$ cat src/rtl/twp_pkg.sv
// Constants and types shared by the two-wire potentiometer slave.
// Assumes a 125 MHz system clock; all timing counts derive from it.
package twp_pkg;
    localparam int CLK_PERIOD_NS = 8;
    localparam int NOISE_NS      = 50;
    // Least time, so round up
    localparam int FILT_CYCLES   = (NOISE_NS + CLK_PERIOD_NS - 1) / CLK_PERIOD_NS;
    localparam int FILT_W        = 3;
    localparam int NS_PER_MS     = 1000000;
    localparam int PROG_TIME_MS  = 5;
    // Longest time, so round down
    localparam int PROG_CYCLES   = PROG_TIME_MS * NS_PER_MS / CLK_PERIOD_NS;
    localparam int PWRUP_TIME_MS = 1;
    localparam int PWRUP_CYCLES  = PWRUP_TIME_MS * NS_PER_MS / CLK_PERIOD_NS;
    localparam int CNT_W         = 20;
    // Device type code; value is arbitrary
    localparam logic [3:0] DEV_TYPE     = 4'hA;
    localparam logic [3:0] OPC_RD_WIPER = 4'h9;
    localparam logic [3:0] OPC_WR_WIPER = 4'hA;
    localparam logic [3:0] OPC_RD_DR    = 4'hB;
    localparam logic [3:0] OPC_WR_DR    = 4'hC;
    localparam int OPC_MSB  = 7;
    localparam int OPC_LSB  = 4;
    localparam int RSEL_MSB = 3;
    localparam int RSEL_LSB = 2;
    localparam int POT_BIT  = 0;
    localparam int DATA_W   = 6;
    localparam logic [1:0] BYTE_ADDR  = 2'h0;
    localparam logic [1:0] BYTE_INSTR = 2'h1;
    localparam logic [1:0] BYTE_DATA  = 2'h2;
    localparam logic [1:0] BYTE_EXTRA = 2'h3;
    localparam logic [3:0] LAST_BIT   = 4'h7;
    localparam logic [3:0] BYTE_BITS  = 4'h8;
    localparam logic [5:0] NV_RESET   = 6'h00;

    typedef enum logic [2:0] {
        TWP_IDLE = 3'h0,
        TWP_RECV = 3'h1,
        TWP_ACK  = 3'h2,
        TWP_SEND = 3'h3,
        TWP_MACK = 3'h4,
        TWP_WAIT = 3'h5
    } twp_state_e;
endpackage

$ cat src/rtl/twp_deglitch.sv
// Pin synchroniser and glitch filter for one bus line.
// Assumes an asynchronous pin; idle level of the line is high.
`timescale 1ns/1ns
module twp_deglitch (
    input  wire logic clk,
    input  wire logic rstn,
    input  wire logic rawIn,
    output logic      filtOut
);
    typedef struct packed {
        logic                      s1;
        logic                      s2;
        logic [twp_pkg::FILT_W-1:0] cnt;
        logic                      level;
    } twp_dg_s;

    localparam logic [twp_pkg::FILT_W-1:0] FILT_LAST = twp_pkg::FILT_W'(twp_pkg::FILT_CYCLES - 1);

    twp_dg_s q;
    twp_dg_s d;

    // New level only after it held for the whole suppression time
    always_comb begin
        d    = q;
        d.s1 = rawIn;
        d.s2 = q.s1;
        if (q.s2 == q.level) begin
            d.cnt = '0;
        end else if (q.cnt == FILT_LAST) begin
            d.level = q.s2;
            d.cnt   = '0;
        end else begin
            d.cnt = q.cnt + twp_pkg::FILT_W'(1);
        end
    end

    always_ff @(posedge clk or negedge rstn) begin
        if (!rstn) begin
            q <= '{s1: 1'b1, s2: 1'b1, cnt: '0, level: 1'b1};
        end else begin
            q <= d;
        end
    end

    assign filtOut = q.level;
endmodule

$ cat src/rtl/twp_slave.sv
// Two-wire slave front end of a dual 64-tap potentiometer with stored settings.
// Assumes SCL and SDA straight from pins; SDA pad is open drain outside this block.
`timescale 1ns/1ns
module twp_slave #(
    parameter int PROG_CYCLES  = twp_pkg::PROG_CYCLES,
    parameter int PWRUP_CYCLES = twp_pkg::PWRUP_CYCLES
) (
    input  wire logic       clk,
    input  wire logic       rstn,
    input  wire logic       sclIn,
    input  wire logic       sdaIn,
    output logic            sdaOut,
    output logic            sdaOe,
    input  wire logic       addrPin0,
    input  wire logic       addrPin1,
    input  wire logic       addrPin2,
    input  wire logic       addrPin3,
    input  wire logic       writeProtectN,
    output logic [5:0]      wiperPos0,
    output logic [5:0]      wiperPos1,
    output logic            progBusy,
    output logic            powerUpDone
);
    localparam int CW = twp_pkg::CNT_W;
    localparam int DW = twp_pkg::DATA_W;
    localparam logic [CW-1:0] PROG_LAST  = CW'(PROG_CYCLES - 1);
    localparam logic [CW-1:0] PWRUP_LAST = CW'(PWRUP_CYCLES - 1);
    localparam logic [CW-1:0] CNT_ONE    = CW'(1);

    typedef struct packed {
        twp_pkg::twp_state_e state;
        logic                sclPrev;
        logic                sdaPrev;
        logic [3:0]          addrS1;
        logic [3:0]          addrS2;
        logic                wpS1;
        logic                wpS2;
        logic                wpDropped;
        logic [3:0]          bitCnt;
        logic [1:0]          byteIdx;
        logic                ackPhase;
        logic                ackQ;
        logic                dataOk;
        logic [7:0]          rxShift;
        logic [7:0]          instr;
        logic [7:0]          data;
        logic [7:0]          txByte;
        logic                sdaOe;
        logic                sdaOut;
        logic [1:0][DW-1:0]  wiper;
        logic [1:0][3:0][DW-1:0] nv;
        logic                loadPending;
        logic                busy;
        logic [CW-1:0]       progCnt;
        logic [CW-1:0]       pwrCnt;
        logic                pwrDone;
    } twp_slave_s;

    twp_slave_s  q;
    twp_slave_s  d;
    logic [1:0]  rawPins;
    logic [1:0]  filtPins;
    logic        sclF;
    logic        sdaF;
    logic        sclRise;
    logic        sclFall;
    logic        startDet;
    logic        stopDet;
    logic [3:0]  opc;
    logic        pot;
    logic [1:0]  sel;
    logic        wpOk;
    logic        isRead;
    logic [7:0]  rxFull;
    logic [7:0]  readVal;

    assign rawPins = {sdaIn, sclIn};

    genvar gi;
    generate
        for (gi = 0; gi < 2; gi++) begin : g_pin
            twp_deglitch u_dg (
                .clk     (clk),
                .rstn    (rstn),
                .rawIn   (rawPins[gi]),
                .filtOut (filtPins[gi])
            );
        end
    endgenerate

    assign sclF = filtPins[0];
    assign sdaF = filtPins[1];

    // Clock is only sampled, never driven
    assign sclRise  = sclF & ~q.sclPrev;
    assign sclFall  = ~sclF & q.sclPrev;
    // SDA edge with SCL high both samples
    assign startDet = sclF & q.sclPrev & q.sdaPrev & ~sdaF;
    assign stopDet  = sclF & q.sclPrev & ~q.sdaPrev & sdaF;

    assign opc    = q.instr[twp_pkg::OPC_MSB:twp_pkg::OPC_LSB];
    assign pot    = q.instr[twp_pkg::POT_BIT];
    assign sel    = q.instr[twp_pkg::RSEL_MSB:twp_pkg::RSEL_LSB];
    assign wpOk   = q.wpS2 & ~q.wpDropped;
    assign isRead = (opc == twp_pkg::OPC_RD_WIPER) || (opc == twp_pkg::OPC_RD_DR);

    always_comb begin
        d       = q;
        rxFull  = {q.rxShift[6:0], sdaF};
        readVal = 8'h00;
        if (opc == twp_pkg::OPC_RD_WIPER) begin
            readVal = {2'h0, q.wiper[pot]};
        end else if (opc == twp_pkg::OPC_RD_DR) begin
            readVal = {2'h0, q.nv[pot][sel]};
        end

        d.sclPrev = sclF;
        d.sdaPrev = sdaF;
        d.addrS1  = {addrPin3, addrPin2, addrPin1, addrPin0};
        d.addrS2  = q.addrS1;
        d.wpS1    = writeProtectN;
        d.wpS2    = q.wpS1;
        // Sticky: a drop anywhere in the transfer cancels programming
        if (!q.wpS2) begin
            d.wpDropped = 1'b1;
        end

        // Bus stays deaf until supply has settled
        if (!q.pwrDone) begin
            if (q.pwrCnt == PWRUP_LAST) begin
                d.pwrDone = 1'b1;
            end else begin
                d.pwrCnt = q.pwrCnt + CNT_ONE;
            end
        end

        // Reset cannot load from a signal, so recall runs one cycle later
        if (q.loadPending) begin
            for (int p = 0; p < 2; p++) begin
                d.wiper[p] = q.nv[p][0];
            end
            d.loadPending = 1'b0;
        end

        // Cell is written at the end, so an early power loss keeps the old value
        if (q.busy) begin
            if (q.progCnt == PROG_LAST) begin
                d.busy         = 1'b0;
                d.nv[pot][sel] = q.data[DW-1:0];
            end else begin
                d.progCnt = q.progCnt + CNT_ONE;
            end
        end

        unique case (q.state)
            twp_pkg::TWP_IDLE: begin
                d.sdaOe = 1'b0;
            end
            twp_pkg::TWP_RECV: begin
                if (sclRise) begin
                    d.rxShift = rxFull;
                    d.bitCnt  = q.bitCnt + 4'h1;
                    if (q.bitCnt == twp_pkg::LAST_BIT) begin
                        d.state    = twp_pkg::TWP_ACK;
                        d.ackPhase = 1'b0;
                        unique case (q.byteIdx)
                            twp_pkg::BYTE_ADDR: begin
                                d.ackQ = (rxFull[7:4] == twp_pkg::DEV_TYPE) &&
                                         (rxFull[3:0] == q.addrS2);
                            end
                            twp_pkg::BYTE_INSTR: begin
                                d.instr = rxFull;
                                d.ackQ  = 1'b1;
                            end
                            twp_pkg::BYTE_DATA: begin
                                d.data   = rxFull;
                                d.ackQ   = (opc != twp_pkg::OPC_WR_DR) || (wpOk && q.wpS2);
                                d.dataOk = d.ackQ;
                            end
                            twp_pkg::BYTE_EXTRA: begin
                                d.ackQ = 1'b1;
                            end
                        endcase
                    end
                end
            end
            twp_pkg::TWP_ACK: begin
                if (sclFall) begin
                    if (!q.ackPhase) begin
                        if (q.ackQ) begin
                            d.sdaOe    = 1'b1;
                            d.ackPhase = 1'b1;
                        end else begin
                            d.state = twp_pkg::TWP_WAIT;
                        end
                    end else begin
                        d.sdaOe  = 1'b0;
                        d.bitCnt = 4'h0;
                        if (q.byteIdx == twp_pkg::BYTE_INSTR && isRead) begin
                            d.state  = twp_pkg::TWP_SEND;
                            d.txByte = readVal;
                            d.sdaOe  = ~readVal[7];
                        end else begin
                            d.state = twp_pkg::TWP_RECV;
                            if (q.byteIdx != twp_pkg::BYTE_EXTRA) begin
                                d.byteIdx = q.byteIdx + 2'h1;
                            end
                        end
                    end
                end
            end
            twp_pkg::TWP_SEND: begin
                if (sclRise) begin
                    d.bitCnt = q.bitCnt + 4'h1;
                end
                if (sclFall) begin
                    if (q.bitCnt == twp_pkg::BYTE_BITS) begin
                        d.sdaOe = 1'b0;
                        d.state = twp_pkg::TWP_MACK;
                    end else begin
                        d.sdaOe = ~q.txByte[3'h7 - q.bitCnt[2:0]];
                    end
                end
            end
            twp_pkg::TWP_MACK: begin
                if (sclRise) begin
                    d.bitCnt = 4'h0;
                    d.state  = sdaF ? twp_pkg::TWP_WAIT : twp_pkg::TWP_SEND;
                end
            end
            twp_pkg::TWP_WAIT: begin
                d.sdaOe = 1'b0;
            end
            default: begin
                d.state = twp_pkg::TWP_IDLE;
                d.sdaOe = 1'b0;
            end
        endcase

        if (startDet) begin
            d.sdaOe  = 1'b0;
            d.dataOk = 1'b0;
            // Busy or not yet powered: address goes unanswered
            if (!q.busy && q.pwrDone) begin
                d.state     = twp_pkg::TWP_RECV;
                d.bitCnt    = 4'h0;
                d.byteIdx   = twp_pkg::BYTE_ADDR;
                d.wpDropped = ~q.wpS2;
            end else begin
                d.state = twp_pkg::TWP_IDLE;
            end
        end else if (stopDet) begin
            d.sdaOe  = 1'b0;
            d.state  = twp_pkg::TWP_IDLE;
            d.dataOk = 1'b0;
            if (q.dataOk) begin
                if (opc == twp_pkg::OPC_WR_WIPER) begin
                    d.wiper[pot] = q.data[DW-1:0];
                end
                if (opc == twp_pkg::OPC_WR_DR && wpOk) begin
                    d.busy    = 1'b1;
                    d.progCnt = '0;
                end
            end
        end
    end

    always_ff @(posedge clk or negedge rstn) begin
        if (!rstn) begin
            q             <= '0;
            q.state       <= twp_pkg::TWP_IDLE;
            q.sclPrev     <= 1'b1;
            q.sdaPrev     <= 1'b1;
            q.wpS1        <= 1'b1;
            q.wpS2        <= 1'b1;
            q.nv          <= {8{twp_pkg::NV_RESET}};
            q.loadPending <= 1'b1;
        end else begin
            q <= d;
        end
    end

    assign sdaOut      = q.sdaOut;
    assign sdaOe       = q.sdaOe;
    assign wiperPos0   = q.wiper[0];
    assign wiperPos1   = q.wiper[1];
    assign progBusy    = q.busy;
    assign powerUpDone = q.pwrDone;
endmodule

$ cat config.mk
export PLATFORM = sky130hd
export DESIGN_NAME = twp_slave
export DESIGN_NICKNAME = d
export VERILOG_FILES = /design/src/rtl/twp_pkg.sv /design/src/rtl/twp_deglitch.sv /design/src/rtl/twp_slave.sv
export SDC_FILE = /design/constraint.sdc
export NUM_CORES = 1
export LEC_CHECK = 0
export BUFFER_PORTS_ARGS = -buffer_cell sky130_fd_sc_hd__buf_2
export CORE_ASPECT_RATIO = 0.7
export CORE_UTILIZATION = 40
export CTS_CLUSTER_DIAMETER = 50
export CTS_CLUSTER_SIZE = 30
export DETAILED_ROUTE_END_ITERATION = 16
export PLACE_DENSITY = 0.67
export SYNTH_ARGS = -nofsm -noshare
export SYNTH_HDL_FRONTEND = slang
export SYNTH_SLANG_ARGS = --single-unit
$ cat constraint.sdc
create_clock -name clk -period 2.5 [get_ports clk]
set_input_delay 0.25 -clock clk [delete_from_list [all_inputs] [get_ports clk]]
set_output_delay 0.25 -clock clk [all_outputs]
set_load 0.02 [all_outputs]
* After elaboration in Yosys (flattened, before gate mapping) *
Index checks and enable logic that the tools add are counted.

operators by class
  magnitude comparators = 5
  equal/unequal tests = 37
  $add $sub $neg = 7
  multiplexer cells = 83
  bitwise gates (word level) = 20
  reduce and logical (&&, ||, !) cells = 34

operators with widths
  kind                                                               count
  21-bit 2-to-1 mux                                                  5
  24-bit 2-to-1 mux                                                  3
  12-bit 2-to-1 mux                                                  5
  48-bit bitwise mux                                                 1
  3-bit 2-to-1 mux                                                   16
  6-bit 2-to-1 mux                                                   8
  20-bit by 1-bit adder with 20-bit output, second input constant    2
  4-bit inequality test, second input constant                       7
  27-bit 2-to-1 mux                                                  1
  25-bit 2-to-1 mux                                                  1
  24-bit demux with 1-bit select                                     1
  4-bit == test, second input constant                               6
  4-bit AND reduction                                                6
  7-bit 2-to-1 mux                                                   3
  20-bit by 17-bit == test with 1-bit output, second input constant  1
  20-bit == test, second input constant                              1
  20-bit 2-to-1 mux                                                  1
  1-bit 2-to-1 mux                                                   19
  16-bit 2-to-1 mux                                                  1
  8-bit 2-to-1 mux                                                   2
  3-bit case mux with 5 select lines                                 1
  6-bit binary-select mux with 2-bit select                          1
  12-bit bitwise mux                                                 1
  6-bit demux with 2-bit select                                      1
  41 further kinds                                                   92

storage, ports and cells
  input bits = 9
  register bits = 173

* Depth between registers and ports, before layout *
Gate-level depths: netlist of the first run.

  depth in word-level cells = 10
  depth in mapped cells = 8
  depth with buffers taken out = 7

* Hierarchy *
Synthesis of the first run repeated with hierarchy kept, for this count alone.

unflattened totals
  cell total of the unflattened synthesis = 709
  area, all modules = 8,121.5 sq um

modules (own cells, without submodules)
  module        seq. area each (sq um)  cells an instance  instances  area each (sq um)
  twp_slave     3,885.0                 677                1          7,666.1
  twp_deglitch  153.9                   16                 2          227.7

* Worst setup path after synthesis of the first run *
Ideal clock, no wire load.

  path kind = reg-to-reg
  from = register q[21] (netlist name)
  to = register q[79] (netlist name)
  buffers on the path = 1
  stages on the path, launching flop included = 6
  path slack = 0.351 ns
  data arrival time = 2.024 ns
  clock period less this slack = 2.149 ns
  setup time = 0.125 ns
  cell sequence = dfrtp_1 ha_1 nand4_2 or4_4 buf_6 mux2_4

on the way
  word-level cells in the longest chain between the ends = 2

ends and longest elaborated chain
  what                           line              RTL
  start: declaration             twp_slave.sv:59   twp_slave_s q;
  20-bit == test                 twp_slave.sv:147  if (q.progCnt == PROG_LAST) begin
  2-bit AND reduction (no line)  n/a

No other way between the ends.
A chain may end at the register's enable or synchronous reset.

* Worst setup path in the final report of the first run *
  from = register q[21] (netlist name)
  to = register q[74] (netlist name)

The elaborated chain is that of the path after synthesis.

==> impl_metrics.env, run 1 <==
export IMPL_outcome="complete, no violations"
export IMPL_hold_class="reg2reg"
export IMPL_avgSynthCellArea_um2=12.1
export IMPL_min_path_cells=0
export IMPL_maxCapViolations=0
export IMPL_hold_viol_final=0
export IMPL_rr_startpoint="q[21]"
export IMPL_r2r_end="q[74]"
export IMPL_drive_gt1_share_pct=28.1
export IMPL_yosys_area_share_simple_pct=16.3
export IMPL_antenna_cells=0
export IMPL_synth_fa_ha_area_share_pct=0.762
export IMPL_die_height_um=122
export IMPL_nNetsFinal=724
export IMPL_start_kind="flip-flop"
export IMPL_grt_max_degree=65
export IMPL_antenna_left=0
export IMPL_synth_ff_type="dfrtp_1"
export IMPL_finalMaxSlewViolations=0
export IMPL_slowest_delay_ns=0.76
export IMPL_cts_tree="done"
export IMPL_synth_top_family_by_area="multiplexers"
export IMPL_place_congestion=0.856
export IMPL_period_minus_slack_ns=2.31
export IMPL_finalCritPeriodShare_pct=92.4
export IMPL_crit_buf_inv=0
export IMPL_die_w_um=173
export IMPL_busiest_layer="met1"
export IMPL_use_met3_pct=3.71
export IMPL_clkLatencyLatePin_ns=0.43
export IMPL_worst_setup_path_end_kind="flip-flop"
export IMPL_cp_max_fo=9
export IMPL_synth_seq_area_share_pct=51.1
export IMPL_rsz0062_at_grt="false"
export IMPL_dp_hpwl_um=11700
export IMPL_grt_usage_pct=17.3
export IMPL_worstMarginPinSlew_ns=0.830
export IMPL_hold_worst_slack_ns=0.349
export IMPL_wire_per_inst_um=17.0
export IMPL_synth_compound_area_share_pct=5.17
export IMPL_clkTransAtPathRegs_ns=0.07
export IMPL_area_growth_syn_to_layout_pct=13.1
export IMPL_holdPathEnd="q[150]"
export IMPL_core_region_area_um2=20000
export IMPL_critical_path_required_ns=2.81
export IMPL_cts_max_level=4
export IMPL_vias=5235
export IMPL_grt_pass1_wl_um=27900
export IMPL_grt_overflow_total=0
export IMPL_use_met2_pct=22.2
export IMPL_synth_top_area_cell="dfrtp_1"
export IMPL_rows=43
export IMPL_synthXorXnorAreaFrac_pct=4.59
export IMPL_critPathTopFamily="simple AND/OR/NAND/NOR gates"
export IMPL_crit_chain="ha_1, nand4_2, or4_4, mux2_4"
export IMPL_vdd_drop_max_mv=0.393
export IMPL_cts_resized=0
export IMPL_vias_per_cell=5.27
export IMPL_numCtsBuffers=17
export IMPL_synthDominantCellAreaShare_pct=47.5
export IMPL_synth_common_cells="dfrtp_1, mux2_2, nor2_1"
export IMPL_ys_ff_latch=167
export IMPL_setup_tns_ns=0
export IMPL_worstSetupPathType="reg2reg"
export IMPL_yosys_top_cells_area="dfrtp_1, mux2_2, mux2_4, dfstp_2, mux2i_1"
export IMPL_port_buffer_count=23
export IMPL_netlist_cell_type_count=60
export IMPL_reg2reg_depth=4
export IMPL_cts_root_buf="clkbuf_16"
export IMPL_max_slew_margin_pct=44.7
export IMPL_power_leakage_nw=4.24
export IMPL_dr_first_iter_drc_count=404
export IMPL_dieArea_um2=21100
export IMPL_yosysMostFrequentCell="dfrtp_1"
export IMPL_synth_mux_area_share_pct=18.2
export IMPL_cts_sinks=167
export IMPL_crit_slowest_cell="or4_4"
export IMPL_met1_usage_pct=28.2
export IMPL_powerDensity_nw_per_um2=624
export IMPL_first_pass_iters=5
export IMPL_start_util_pct=41.1
export IMPL_hp_start="d[150]"
export IMPL_reg2reg_slack_ns=0.19
export IMPL_netlist_area_um2=8210
export IMPL_cts_buffer_depth=2
export IMPL_fmax_ghz=0.433
export IMPL_drt_total_wl_um=16900
export IMPL_async_flop_share_pct=100
export IMPL_worstPathArrival_ns=2.62
export IMPL_yosysWarnings=0
export IMPL_ios=25
export IMPL_synth_edf_count=0
export IMPL_grt_antenna_before_repair=0
export IMPL_drc=0
export IMPL_finClkSkew_ns=0.00989
export IMPL_synth_cells=679
export IMPL_setup_viol=0
export IMPL_grt_pass1_vias=4985
==> metrics by stage <==
stage	util (%)	setup slack (ns)	std cells	power, W	area, µm²
floorplan	-	0.351	680	0.00315	8210
finish	46.5	0.190	993	0.00579	9290
global route	46.5	0.0889	993	0.00603	9290
detailed placement	43.3	0.220	953	0.00330	8650
CTS	46.5	0.202	993	0.00586	9290
global placement	43.3	0.272	953	0.00329	8650
==> how the worst max path moves through the flow <==
stage / startpoint / to / slack [ns] / depth (start not counted)
2_1_floorplan: q[21] / q[79] / 0.35 / 5
3_3_place_gp: q[21] / q[74] / 0.27 / 4
3_5_place_dp: q[21] / q[74] / 0.22 / 4
4_1_cts: q[21] / q[75] / 0.20 / 4
5_1_grt: q[21] / q[22] / 0.09 / 6
6_report: q[21] / q[74] / 0.19 / 4
==> placed cells by master, fill, tap and decap left out, types with 22 or more instances in the layout <==
cell / count
buf_2: 22
mux2_4: 24
mux2_2: 57
nand2_1: 30
xnor2_1: 23
nor2_1: 52
mux2i_1: 27
o21ai_0: 26
buf_4: 27
dfrtp_1: 156
==> power by group <==
group	total, W	internal [W]	switching [W]
clock	0.00254	0.00146	0.00107
combinational	0.000348	0.000152	0.000196
sequential	0.00291	0.00280	0.000105
total	0.00579	0.00442	0.00138
==> area by class of cell <==
cell class	instances	area (µm²)
Inverter	11	41.3
Timing Repair Buffer	60	444
Clock inverter	13	130
Clock buffer	19	433
Sequential cell	167	4190
Multi-Input combinational cell	453	3710
Tap cell	270	338
Fill cell	1786	10700
==> cell families (layout without fill, tap and decap cells) <==
family,after synthesis,count (layout)
compound gates,70,70
xor+xnor,43,43
fa+ha+maj,5,5
buf+inv,60,103
flops,167,167
mux,118,118
other cells,1,2
simple gates,215,215
==> routing by layer <==
layer / vias up / wire length, µm
met5: - / 0
met4: 0 / 71
met3: 5 / 755
met2: 130 / 6550
met1: 2595 / 9500
li1: 2505 / -
==> state kept, by name (all words and copies together), names as in the netlist <==
register,cells
pot,1
wiperPos0,6
progBusy,1
g_pin.u_dg.d,2
sdaOe,1
g_pin.u_dg.q,8
q,130
d,5
opc,4
wiperPos1,6
g_pin.u_dg.filtOut,2
powerUpDone,1
==> timing repair <==
| item | in CTS | in global routing |
|---|---|---|
| buffers inserted | 0 | 0 |
| hold buffers | 8 | 0 |
| hold endpoints to repair | 66 | 0 |
Power figures use the tool's default switching activity.
==> run 2, diff against run 1 <==
Settings changed: SETUP_SLACK_MARGIN set to 0.3, SLEW_MARGIN set to 20.
==> run 2 against run 1 <==
Against the previous run: non-clock buffer count up 3; sequential power about the same; die area unchanged; register-to-register slack improved by 0.08 ns; clock-buffer cell count is the same; first-iteration DRC count increased by 7.2%; clock power barely moved; sequential share of layout area is 0.20 points lower; global-route usage barely moved; design area grew 0.66%; power hardly changed; combinational power barely moved; largest cell class unchanged.
==> impl_metrics.env, run 2 (synthesis results as in run 1) <==
export IMPL_layout_commonest_cell="dfrtp_1"
export IMPL_grt_overflow_total=0
export IMPL_clkLatencyLatePin_ns=0.43
export IMPL_pwr_share_clk_pct=43.8
export IMPL_die_w_um=173
export IMPL_grt_usage_pct=17.3
export IMPL_max_slew_margin_pct=57.4
export IMPL_antenna_cells=0
export IMPL_cts_tree="done"
export IMPL_maxCapViolations=0
export IMPL_swShare_pct=23.7
export IMPL_worstPathArrival_ns=2.54
export IMPL_cts_max_level=4
export IMPL_critical_path_required_ns=2.81
export IMPL_cp_max_fo=6
export IMPL_p_int_w=0.00442
export IMPL_period_minus_slack_ns=2.23
export IMPL_place_area_um2=8650
export IMPL_fill_cells=1777
export IMPL_dr_first_iter_drc_count=433
export IMPL_clkTransAtPathRegs_ns=0.07
export IMPL_numCtsBuffers=17
export IMPL_area_growth_syn_to_layout_pct=13.9
export IMPL_multi_input_area_um2=3740
export IMPL_grt_antenna_before_repair=0
export IMPL_worstMarginPinSlew_ns=0.634
export IMPL_drc=0
export IMPL_rsz0062_at_grt="true"
export IMPL_port_buffer_count=23
export IMPL_largest_register="q"
export IMPL_crit_slowest_cell="dfrtp_2"
export IMPL_setup_tns_ns=0
export IMPL_start_util_pct=41.1
export IMPL_vias=5277
export IMPL_place_congestion=0.856
export IMPL_worst_setup_path_end_kind="flip-flop"
export IMPL_fmax_ghz=0.449
export IMPL_slowest_delay_ns=0.44
export IMPL_cts_root_buf="clkbuf_16"
export IMPL_nNetsFinal=728
export IMPL_power_leakage_nw=4.26
export IMPL_core_region_area_um2=20000
export IMPL_powerDensity_nw_per_um2=620
export IMPL_finClkSkew_ns=0.00828
export IMPL_cts_sinks=167
export IMPL_grt_pass1_vias=4988
export IMPL_reg_largest_list="q x130, g_pin.u_dg.q x8"
export IMPL_dp_hpwl_um=11700
export IMPL_crit_chain="nor4b_4, nand4_2, nor4_4, buf_4, mux2_2"
export IMPL_antenna_left=0
export IMPL_outcome="complete, no violations"
export IMPL_wire_per_inst_um=17.2
export IMPL_worstSetupPathType="reg2reg"
export IMPL_drive_gt1_share_pct=29.6
export IMPL_power_switching_w=0.00137
export IMPL_ff_latch_area_um2=4200
export IMPL_cts_buffer_depth=2
export IMPL_pwr_share_seq_pct=50.3
export IMPL_largest_reg_flops=130
export IMPL_hold_class="reg2reg"
export IMPL_start_kind="flip-flop"
export IMPL_setup_viol=0
export IMPL_first_pass_iters=5
export IMPL_die_height_um=122
export IMPL_dieArea_um2=21100
export IMPL_vias_per_cell=5.29
export IMPL_finalCritPeriodShare_pct=89.1
export IMPL_ios=25
export IMPL_p_comb_share_pct=6.0
export IMPL_drt_total_wl_um=17100
export IMPL_vdd_drop_max_mv=0.398
export IMPL_grt_pass1_wl_um=27900
export IMPL_most_common_layout_cells="dfrtp_1, mux2_2, nor2_1"
export IMPL_grt_max_degree=65
export IMPL_hold_viol_final=0
export IMPL_stdcell_area_um2=9350
export IMPL_hold_worst_slack_ns=0.350
export IMPL_rows=43
export IMPL_finalMaxSlewViolations=0
[run 2: worst paths after layout]
check,start,end,slack [ns],cells after the start
worst min-delay path,d[150],q[150],0.35,0
worst min register to register,d[150],q[150],0.35,0
max in group asynchronous,rstn,q[38],1.38,3
min in group asynchronous,rstn,g_pin[0].u_dg.q[3],0.37,2
worst max-delay path,q[35],q[46],0.27,5
worst max register to register,q[35],q[46],0.27,5
[run 2: cell type report]
class / instances / area share (%)
flip-flops and latches: 167 / 44.9
clock inverters: 13 / 1.39
inverters: 11 / 0.442
multi-input cells: 454 / 40.0
well taps: 270 / 3.61
repair buffers: 63 / 4.99
clock buffers: 19 / 4.63
[run 2: per-layer routing]
layer | GRT usage (%) | routed length, µm
met5 | 0 | 0
met4 | 5.25 | 121
met3 | 3.71 | 855
met2 | 22.2 | 6620
met1 | 28.2 | 9540
[run 2: worst max-delay path, delay by kind of cell, from the launching register on]
family	cells	cell delay [ns]
AND/OR/NAND/NOR	3	1.07
flip-flops	1	0.44
multiplexers	1	0.35
buffers and inverters	1	0.24
[run 2: power by group through the flow]
stage               clock network [W]  registers (W)  logic, W
detailed placement                  0        0.00296  0.000342
CTS                           0.00260        0.00291  0.000352
floorplan                           0        0.00292  0.000232
finish                        0.00254        0.00291  0.000347
global route                  0.00271        0.00292  0.000393
global placement                    0        0.00296  0.000335
[run 2: repair_timing]
item                                    CTS  global route
endpoints found under the hold margin    66             0
pin swaps                                 1             6
resized for setup                         1            10
cloned                                    0             1
endpoints found under the setup margin   27            34
hold buffers                              8             0
buffers inserted                          0             3
[run 2: metrics by stage]
| stage | power [W] | worst slack [ns] | utilization, % | instances |
|---|---|---|---|---|
| floorplan | 0.00315 | 0.351 | - | 680 |
| global placement | 0.00329 | 0.272 | 43.3 | 953 |
| detailed placement | 0.00330 | 0.220 | 43.3 | 953 |
| CTS | 0.00586 | 0.305 | 46.6 | 993 |
| global route | 0.00603 | 0.212 | 46.8 | 997 |
| finish | 0.00579 | 0.272 | 46.8 | 997 |
